`src/design/csr_cfg.svh`:
```
// constants for the core special-register block: direct addresses,
// reset values and field positions of the flag register
// assumes inclusion by the register block
`ifndef CSR_CFG_SVH
`define CSR_CFG_SVH

// direct addresses, all in the upper half of internal data space
`define CSR_ADDR_RES 8'hE0
`define CSR_ADDR_AUX 8'hF0
`define CSR_ADDR_STK 8'h81
`define CSR_ADDR_PTR_LO 8'h82
`define CSR_ADDR_PTR_HI 8'h83
`define CSR_ADDR_PTR_PG 8'h84
`define CSR_ADDR_STK_HI 8'hB7
`define CSR_ADDR_FLAGS 8'hD0

// reset values
`define CSR_RST_RES 8'h00
`define CSR_RST_AUX 8'h00
`define CSR_RST_PTR 8'h00
`define CSR_RST_STK 8'h07
`define CSR_RST_STK_HI 8'h00
`define CSR_RST_FLAGS 8'h00

// flag register bit positions
`define CSR_FLAG_CARRY 7
`define CSR_FLAG_HALF 6
`define CSR_FLAG_USER0 5
`define CSR_FLAG_BANK_HI 4
`define CSR_FLAG_BANK_LO 3
`define CSR_FLAG_RANGE 2
`define CSR_FLAG_USER1 1
`define CSR_FLAG_PARITY 0

// stack upper byte bits used by the extended stack
`define CSR_STK_HI_USED 3

`endif

```
`src/design/csr_pkg.sv`:
```
// types shared by the core special-register block
// assumes csr_cfg.svh sits in the include path
package csr_pkg;

  typedef logic [7:0] csr_byte_t;
  typedef logic [10:0] csr_stack_addr_t;
  typedef logic [23:0] csr_ptr_t;

  // stack operation requested this cycle, one-hot
  typedef enum logic [2:0]
  {
    CSR_STK_IDLE = 3'h1,
    CSR_STK_PUSH = 3'h2,
    CSR_STK_POP = 3'h4
  } csr_stk_op_e;

endpackage : csr_pkg
```
`src/design/csr_core_regs.sv`:
```
// core special-function registers of an 8-bit controller: accumulator,
// multiply auxiliary, three-byte memory pointer, stack pointer pair and
// the cpu status flags, with direct byte access and single-bit writes to the registers at E0H, F0H and D0H
// assumes the instruction datapath drives every request input
// synchronously to CLK_I and raises at most one stack request a cycle
`timescale 1ns/1ps
`include "csr_cfg.svh"

// Function
// RULE1 - accumulator is source and target of add, sub, mul, div and bit ops
// RULE2 - auxiliary register pairs with accumulator for mul and div, else scratch
// RULE3 - memory pointer is page, high and low bytes, each read and written alone
// RULE4 - memory pointer drives the internal code and data address
// RULE5 - pointer increment carries from high byte into page byte
// RULE6 - push and call increment stack pointer first, then write RAM there
// RULE7 - stack pointer resets to 07H so first push lands at 08H
// RULE8 - extended stack address is 11 bits: upper byte low three bits plus pointer
// RULE9 - upper stack byte reads and writes only while extended stack enabled
// RULE10 - status flags sit at D0H, reset to 00H, and are bit addressable
// RULE11 - flag layout: carry, half carry, user0, bank 4:3, range, user1, parity
// RULE12 - registers live in upper 128 bytes, reached by direct address only
// RULE13 - parity flag follows accumulator even parity every cycle
// RULE14 - bank select maps R0..R7 onto bank times eight plus index
module csr_core_regs
  import csr_pkg::*;
(
  // clock and reset
  input wire logic CLK_I,
  input wire logic RESET_N_I,
  // direct byte access
  input wire logic SFR_WR_I,
  input wire logic SFR_RD_I,
  input wire logic [7:0] SFR_ADDR_I,
  input wire logic [7:0] SFR_WDATA_I,
  output logic [7:0] SFR_RDATA_O,
  // single-bit access
  input wire logic BIT_WR_I,
  input wire logic [7:0] BIT_ADDR_I,
  input wire logic BIT_VAL_I,
  // arithmetic unit results
  input wire logic ALU_RESULT_WE_I,
  input wire logic [7:0] ALU_RESULT_I,
  input wire logic ALU_AUX_WE_I,
  input wire logic [7:0] ALU_AUX_I,
  input wire logic ALU_FLAG_WE_I,
  input wire logic ALU_CARRY_I,
  input wire logic ALU_HALF_CARRY_I,
  input wire logic ALU_RANGE_ERR_I,
  // pointer and stack requests
  input wire logic PTR_INC_I,
  input wire logic PUSH_I,
  input wire logic POP_I,
  input wire logic [7:0] PUSH_DATA_I,
  // configuration
  input wire logic EXT_STACK_EN_I,
  // working register lookup
  input wire logic [2:0] WREG_IDX_I,
  // register contents towards the datapath
  output logic [7:0] ARITH_RESULT_O,
  output logic [7:0] MUL_AUX_O,
  output logic [23:0] MEM_PTR_O,
  output logic [10:0] STACK_ADDR_O,
  output logic [7:0] STATUS_O,
  output logic [7:0] WREG_ADDR_O,
  // internal RAM write for pushes
  output logic RAM_WE_O,
  output logic [10:0] RAM_ADDR_O,
  output logic [7:0] RAM_WDATA_O
);

  // ------------------------------------------------------------
  // state
  // ------------------------------------------------------------
  csr_byte_t arith_result_reg;
  csr_byte_t mul_aux_reg;
  csr_byte_t pointer_page_byte;
  csr_byte_t pointer_high_byte;
  csr_byte_t pointer_low_byte;
  csr_byte_t stack_top_pointer;
  csr_byte_t stack_pointer_upper;
  csr_byte_t cpu_status_flags;
  csr_byte_t rdata;
  csr_byte_t wreg_addr;
  logic ram_we;
  csr_stack_addr_t ram_addr;
  csr_byte_t ram_wdata;
  csr_stack_addr_t stack_addr;

  csr_byte_t next_arith_result_reg;
  csr_byte_t next_mul_aux_reg;
  csr_byte_t next_pointer_page_byte;
  csr_byte_t next_pointer_high_byte;
  csr_byte_t next_pointer_low_byte;
  csr_byte_t next_stack_top_pointer;
  csr_byte_t next_stack_pointer_upper;
  csr_byte_t next_cpu_status_flags;
  csr_byte_t next_rdata;
  csr_byte_t next_wreg_addr;
  logic next_ram_we;
  csr_stack_addr_t next_ram_addr;
  csr_byte_t next_ram_wdata;
  csr_stack_addr_t next_stack_addr;

  // helper nets
  csr_stk_op_e stk_op;
  csr_stack_addr_t stk_now;
  csr_stack_addr_t stk_step;
  csr_ptr_t ptr_step;
  logic dir_wr;
  logic bit_wr;
  logic dir_rd;
  logic result_parity;

  // ------------------------------------------------------------
  // access qualifiers
  // ------------------------------------------------------------
  // addresses below 80H are plain RAM, never these registers
  assign dir_wr = SFR_WR_I & SFR_ADDR_I[7]; // RULE12
  assign dir_rd = SFR_RD_I & SFR_ADDR_I[7]; // RULE12
  assign bit_wr = BIT_WR_I & BIT_ADDR_I[7]; // RULE10

  // only registers on an eight-byte boundary take bit writes
  function automatic csr_byte_t sfr_upd(input csr_byte_t cur, input csr_byte_t where);
    csr_byte_t res;
    res = cur;
    if (dir_wr && SFR_ADDR_I == where)
    begin
      res = SFR_WDATA_I;
    end
    if (bit_wr && where[2:0] == 3'h0 && {BIT_ADDR_I[7:3], 3'h0} == where)
    begin
      res[BIT_ADDR_I[2:0]] = BIT_VAL_I; // RULE10
    end
    return res;
  endfunction : sfr_upd

  // ------------------------------------------------------------
  // parity of the accumulator value about to be stored
  // ------------------------------------------------------------
  csr_parity u_parity
  (
    .data_i(next_arith_result_reg),
    .parity_o(result_parity)
  );

  // ------------------------------------------------------------
  // stack request decode
  // ------------------------------------------------------------
  // push wins if the datapath ever raises both
  always_comb
  begin
    if (PUSH_I)
    begin
      stk_op = CSR_STK_PUSH;
    end
    else if (POP_I)
    begin
      stk_op = CSR_STK_POP;
    end
    else
    begin
      stk_op = CSR_STK_IDLE;
    end
  end

  // current stack address, upper bits only while extended
  assign stk_now = EXT_STACK_EN_I ?
    {stack_pointer_upper[`CSR_STK_HI_USED-1:0], stack_top_pointer} :
    {3'h0, stack_top_pointer}; // RULE8

  // ------------------------------------------------------------
  // next values of all registers except the read data
  // ------------------------------------------------------------
  // a direct write in the same cycle as a datapath update wins,
  // since software expects its own store to stick
  always_comb
  begin
    // accumulator: arithmetic result or direct store
    next_arith_result_reg = arith_result_reg;
    if (ALU_RESULT_WE_I)
    begin
      next_arith_result_reg = ALU_RESULT_I; // RULE1
    end
    next_arith_result_reg = sfr_upd(next_arith_result_reg, `CSR_ADDR_RES);

    // auxiliary: second mul/div result, otherwise scratch
    next_mul_aux_reg = mul_aux_reg;
    if (ALU_AUX_WE_I)
    begin
      next_mul_aux_reg = ALU_AUX_I; // RULE2
    end
    next_mul_aux_reg = sfr_upd(next_mul_aux_reg, `CSR_ADDR_AUX); // RULE2

    // pointer: 24-bit increment so the high byte carries into page
    ptr_step = {pointer_page_byte, pointer_high_byte, pointer_low_byte};
    if (PTR_INC_I)
    begin
      ptr_step = ptr_step + 24'h000001; // RULE5
    end
    next_pointer_page_byte = sfr_upd(ptr_step[23:16], `CSR_ADDR_PTR_PG); // RULE3
    next_pointer_high_byte = sfr_upd(ptr_step[15:8], `CSR_ADDR_PTR_HI); // RULE3
    next_pointer_low_byte = sfr_upd(ptr_step[7:0], `CSR_ADDR_PTR_LO); // RULE3

    // stack: step before the write, so the push lands one above
    stk_step = stk_now;
    next_ram_we = 1'b0;
    next_ram_addr = ram_addr;
    next_ram_wdata = ram_wdata;
    unique case (stk_op)
      CSR_STK_PUSH:
      begin
        stk_step = stk_now + 11'h001; // RULE6
        next_ram_we = 1'b1; // RULE6
        next_ram_wdata = PUSH_DATA_I;
      end
      CSR_STK_POP:
      begin
        stk_step = stk_now - 11'h001;
      end
      CSR_STK_IDLE:
      begin
        stk_step = stk_now;
      end
    endcase
    // without the extension the pointer wraps inside 256 bytes
    if (!EXT_STACK_EN_I)
    begin
      stk_step[10:8] = 3'h0;
    end
    if (next_ram_we)
    begin
      next_ram_addr = stk_step; // RULE6
    end
    next_stack_top_pointer = sfr_upd(stk_step[7:0], `CSR_ADDR_STK);
    next_stack_pointer_upper = stack_pointer_upper;
    if (EXT_STACK_EN_I)
    begin
      next_stack_pointer_upper[`CSR_STK_HI_USED-1:0] = stk_step[10:8]; // RULE8
      next_stack_pointer_upper = sfr_upd(next_stack_pointer_upper, `CSR_ADDR_STK_HI); // RULE9
    end
    // registered copy keeps the output a flop; it follows an enable change one edge late
    next_stack_addr = {next_stack_pointer_upper[`CSR_STK_HI_USED-1:0] & {3{EXT_STACK_EN_I}},
      next_stack_top_pointer}; // RULE8

    // status flags: arithmetic flags, then direct or bit store
    next_cpu_status_flags = cpu_status_flags;
    if (ALU_FLAG_WE_I)
    begin
      next_cpu_status_flags[`CSR_FLAG_CARRY] = ALU_CARRY_I; // RULE11
      next_cpu_status_flags[`CSR_FLAG_HALF] = ALU_HALF_CARRY_I; // RULE11
      next_cpu_status_flags[`CSR_FLAG_RANGE] = ALU_RANGE_ERR_I; // RULE11
    end
    next_cpu_status_flags = sfr_upd(next_cpu_status_flags, `CSR_ADDR_FLAGS); // RULE10
    // parity is forced last, so any store to it is overwritten
    next_cpu_status_flags[`CSR_FLAG_PARITY] = result_parity; // RULE13

    // working register address from the bank select pair
    next_wreg_addr = {3'h0, next_cpu_status_flags[`CSR_FLAG_BANK_HI],
      next_cpu_status_flags[`CSR_FLAG_BANK_LO], WREG_IDX_I}; // RULE14
  end

  // ------------------------------------------------------------
  // read mux, answers one cycle after the request
  // ------------------------------------------------------------
  // unmapped and low addresses read as zero
  always_comb
  begin
    next_rdata = 8'h00;
    if (dir_rd)
    begin
      unique case (SFR_ADDR_I)
        `CSR_ADDR_RES: next_rdata = arith_result_reg; // RULE1
        `CSR_ADDR_AUX: next_rdata = mul_aux_reg;
        `CSR_ADDR_PTR_PG: next_rdata = pointer_page_byte; // RULE3
        `CSR_ADDR_PTR_HI: next_rdata = pointer_high_byte; // RULE3
        `CSR_ADDR_PTR_LO: next_rdata = pointer_low_byte; // RULE3
        `CSR_ADDR_STK: next_rdata = stack_top_pointer;
        `CSR_ADDR_STK_HI: next_rdata = EXT_STACK_EN_I ? stack_pointer_upper : 8'h00; // RULE9
        `CSR_ADDR_FLAGS: next_rdata = cpu_status_flags; // RULE10
        default: next_rdata = 8'h00;
      endcase
    end
  end

  // ------------------------------------------------------------
  // registers
  // ------------------------------------------------------------
  always_ff @(posedge CLK_I or negedge RESET_N_I)
  begin
    if (!RESET_N_I)
    begin
      arith_result_reg <= `CSR_RST_RES;
      mul_aux_reg <= `CSR_RST_AUX;
      pointer_page_byte <= `CSR_RST_PTR;
      pointer_high_byte <= `CSR_RST_PTR;
      pointer_low_byte <= `CSR_RST_PTR;
      stack_top_pointer <= `CSR_RST_STK; // RULE7
      stack_pointer_upper <= `CSR_RST_STK_HI;
      cpu_status_flags <= `CSR_RST_FLAGS; // RULE10
      stack_addr <= {3'h0, `CSR_RST_STK}; // RULE7
      rdata <= 8'h00;
      wreg_addr <= 8'h00;
      ram_we <= 1'b0;
      ram_addr <= 11'h000;
      ram_wdata <= 8'h00;
    end
    else
    begin
      arith_result_reg <= next_arith_result_reg;
      mul_aux_reg <= next_mul_aux_reg;
      pointer_page_byte <= next_pointer_page_byte;
      pointer_high_byte <= next_pointer_high_byte;
      pointer_low_byte <= next_pointer_low_byte;
      stack_top_pointer <= next_stack_top_pointer;
      stack_pointer_upper <= next_stack_pointer_upper;
      cpu_status_flags <= next_cpu_status_flags;
      rdata <= next_rdata;
      wreg_addr <= next_wreg_addr;
      ram_we <= next_ram_we;
      ram_addr <= next_ram_addr;
      ram_wdata <= next_ram_wdata;
      stack_addr <= next_stack_addr;
    end
  end

  // ------------------------------------------------------------
  // outputs, each straight from a flip-flop
  // ------------------------------------------------------------
  assign ARITH_RESULT_O = arith_result_reg; // RULE1
  assign MUL_AUX_O = mul_aux_reg; // RULE2
  assign MEM_PTR_O = {pointer_page_byte, pointer_high_byte, pointer_low_byte}; // RULE4
  // stack address comes from its own flop, gated as it was stored
  assign STACK_ADDR_O = stack_addr; // RULE8
  assign STATUS_O = cpu_status_flags;
  assign WREG_ADDR_O = wreg_addr;
  assign SFR_RDATA_O = rdata;
  assign RAM_WE_O = ram_we;
  assign RAM_ADDR_O = ram_addr;
  assign RAM_WDATA_O = ram_wdata;

endmodule : csr_core_regs

```
`src/design/csr_parity.sv`:
```
// even-parity generator for one byte
// assumes a purely combinational use by the register block
`timescale 1ns/1ps

module csr_parity
(
  // data in
  input wire logic [7:0] data_i,
  // one when data holds an odd count of ones
  output logic parity_o
);

  logic [8:0] chain;

  // ------------------------------------------------------------
  // xor chain across the byte
  // ------------------------------------------------------------
  assign chain[0] = 1'b0;

  genvar gi;
  generate
    for (gi = 0; gi < 8; gi++)
    begin : g_bit
      assign chain[gi + 1] = chain[gi] ^ data_i[gi];
    end
  endgenerate

  assign parity_o = chain[8];

endmodule : csr_parity

```
`config.mk`:
```
export PLATFORM = sky130hd
export DESIGN_NAME = csr_core_regs
export DESIGN_NICKNAME = d
export VERILOG_FILES = /design/src/design/csr_pkg.sv /design/src/design/csr_core_regs.sv /design/src/design/csr_parity.sv
export VERILOG_INCLUDE_DIRS = /design/src /design/src/design
export SDC_FILE = /design/constraint.sdc
export NUM_CORES = 1
export LEC_CHECK = 0
export BUFFER_PORTS_ARGS = -buffer_cell sky130_fd_sc_hd__buf_2
export CORE_MARGIN = 2
export CORE_UTILIZATION = 40
export CTS_CLUSTER_DIAMETER = 30
export DETAILED_ROUTE_END_ITERATION = 6
export GPL_ROUTABILITY_DRIVEN = 0
export GPL_TIMING_DRIVEN = 0
export HOLD_SLACK_MARGIN = 0.02
export SLEW_MARGIN = 30
export SYNTH_ARGS = -nofsm -noshare
export SYNTH_HDL_FRONTEND = slang
export SYNTH_SLANG_ARGS = --single-unit
```
`constraint.sdc`:
```
create_clock -name CLK_I -period 5.3 [get_ports CLK_I]
set_input_delay 0.265 -clock CLK_I [delete_from_list [all_inputs] [get_ports CLK_I]]
set_output_delay 0.265 -clock CLK_I [all_outputs]
set_load 0.01 [all_outputs]
```
==> out/metrics.cfg <==
[global_routing]
grt_first_pass_wirelength_mm = 30.35
antenna_found_initial = 0
grt_remaining_overflow = 0
grt_pass1_vias = 5684
grt_start_max_net_pins = 64
track_usage_pct = 23.82

[yosys]
synth.distinct_cells = 67
ys.flop_type = dfrtp_1
synth_area_leader_cell = dfrtp_1
syn-instance-count = 660
yosys_warnings = 0
ys_top_cells_by_area = dfrtp_1 (39%), mux2_2 (7.3%), mux2i_1 (4.9%), xnor2_1 (4.3%), nand2_1 (3.7%)
ys_seq_area_share_pct = 40.04
ys_ff_latch = 98
synth_top_cell_area_share_pct = 38.76
netlist_area_um2 = 6133
async_flop_share_pct = 100.0
avgSynthCellArea_um2 = 9.293
synth_edf_count = 0

[clocking]
root_buffer = clkbuf_16
htree_levels = 3
cts_buffers = 9
post_cts_buffers = 0
post_cts_resized = 0
cts_buffer_depth = 2
cts_tree = yes
clkLatencyLatePin_ns = 0.35
path_clk_slew_ns = 0.07
cts_sinks = 98
hold_buffers = 4

[setup_path]
max_stage_delay_ns = 0.54
arrival_ns = 3.35
cpLargestDelayFamily = simple AND/OR/NAND/NOR gates
timing.rr.start = STACK_ADDR_O[1]
cp_cell_sequence = clkbuf_1 > xnor2_1 > ha_1 > nand2_1 > or4_1 > nor3_1 > a31oi_1 > xnor2_1 > mux2i_1 > nor2_1
critical_path_required_ns = 5.56
path_common_cell = xnor2_1
crit_fanout = 9
r2r-end = STACK_ADDR_O[8]
endpoint_kind = register
worstRegToRegCells = 10
crit_start = STACK_ADDR_O[1]
critPathLaunchType = register
path_depth = 10
criticalPathCategory = reg -> reg
r2r_setup_slack_ns = 2.21
path_buf_inv = 1
cp_slowest_cell = or4_1
critPathCapture = STACK_ADDR_O[8]

[min_path]
holdCritPathClass = in -> reg
min_path_cells = 2

[power]
power.density_nw_per_um2 = 360.2
peakVddDrop_v = 0.0001896
leakage_nw = 3.392

[sta]
fmax_ghz = 0.3241
finClkSkew_ns = 0.006758
fin_crit_ns = 3.086
min_period_over_period_pct = 58.23
fin_ws_ns = 2.214
fin_hold_ws_ns = 0.1398
slew_headroom_pct = 43.78
finalHoldViolations = 0
slew_violations = 0
rsz0062_at_grt = no
fin_setup_tns_ns = 0
setup_viol = 0
tightest_slew_ns = 0.8433

[drt]
firstDrtPassIters = 7
first_iter_violations = 452
avgRoutedWirePerCell_um = 19.20
ant_nets = 0
drc = 0
num_vias = 5838
drt-total-wl_mm = 19.53
routed_via_density = 5.740

[placement]
numPortBuffers = 146
dpl.hpwl_mm = 14.81
dpl_cell_area_um2 = 7141
place_ws_ns = 2.291
dp.cells = 997

[run_status]
status = complete, no violations

[floorplanning]
die_height_um = 127.8
die_area_um2 = 16340
initial_core_util_pct = 40.65
core_area_um2 = 15090
die_w_um = 127.8
rows = 45
ios = 162

[final_layout]
layout-drive-gt1-share_pct = 27.74
final_common_cell = buf_2
layout.cells.non_filler = 1017
layout.nets = 894
final_cell_mix = buf_2 (146), dfrtp_1 (95), nand2_1 (60)
fin_area_um2 = 7542
synthToLayoutAreaGrowth_pct = 22.97
antenna_cells = 0

[flow_run]
maxCapViolCount = 0

## synthesized netlist by cell type (all sizes together), types with 4 or more instances
cell type,instances
o21ai,38
o221ai,10
o22ai,10
nand3,21
a22oi,19
mux2,40
xnor2,30
nor2b,6
nor4,7
nand2,60
a21oi,31
o31ai,11
nor2,58
clkbuf,42
and2,4
dfrtp,95
a221oi,10
and3,6
buf,13
inv,11
xor2,22
nand4,8
nor3,6
mux2i,32
and4,5
a31oi,5
nand3b,6
## cells by family after synthesis
family / synth area share [%]
buffers and inverters: 4.794
XOR/XNOR: 7.425
AO/OA/AOI/OAI: 17.95
adder cells (fa/ha/maj): 0.6121
other: 0.06114
AND/OR/NAND/NOR: 16.28
multiplexers: 12.83
flip-flops: 40.04
## worst min-delay path by stage
| stage | slack [ns] | end | startpoint |
|---|---|---|---|
| 6_report | 0.14 | RAM_WDATA_O[6] | PUSH_DATA_I[6] |
| 5_1_grt | 0.14 | RAM_WDATA_O[4] | PUSH_DATA_I[4] |
| 4_1_cts | 0.13 | RAM_WDATA_O[6] | PUSH_DATA_I[6] |
| 3_5_place_dp | 0.19 | pointer_page_byte[3] | RESET_N_I |
| 3_3_place_gp | 0.37 | WREG_ADDR_O[1] | WREG_IDX_I[1] |
| 2_1_floorplan | -0.03 | ARITH_RESULT_O[0] | RESET_N_I |
## power by group
part	internal, W	switching [W]
clock	0.000464	0.000302
combinational	0.000395	0.000508
sequential	0.000901	0.000147
total	0.00176	0.000956
## worst register-to-register path: stages (launching register included)
cell and delay [ns]:
dfstp_2 0.53, clkbuf_1 0.36, xnor2_1 0.18, ha_1 0.32, nand2_1 0.11, or4_1 0.54
nor3_1 0.21, a31oi_1 0.08, xnor2_1 0.28, mux2i_1 0.15, nor2_1 0.22
## final cells by class
type | count | area, um^2
sequential | 98 | 2456
clock inverter | 6 | 115.1
clock buffer | 10 | 229.0
buffer | 55 | 249.0
tap | 188 | 235.2
multi-input combinational | 497 | 3408
inverter | 12 | 45.04
timing repair buffer | 151 | 804.5
fill | 1453 | 7547
## through the flow
step	utilization [%]	power (W)
final	49.98	0.002717
after global routing	49.98	0.002855
after CTS	49.87	0.002726
after detailed placement	47.32	0.001958
after global placement	47.10	0.001933
after floorplan	-	0.001595
## routing by layer
layer | GRT usage (%) | vias up | part of all wire [%]
li1 | - | 2729 | -
met3 | 4.215 | 48 | 7.7
met5 | 0 | - | 0
met2 | 38.63 | 280 | 47
met4 | 9.632 | 0 | 3.1
met1 | 31.68 | 2781 | 43
(Power assumes the default switching activity.)
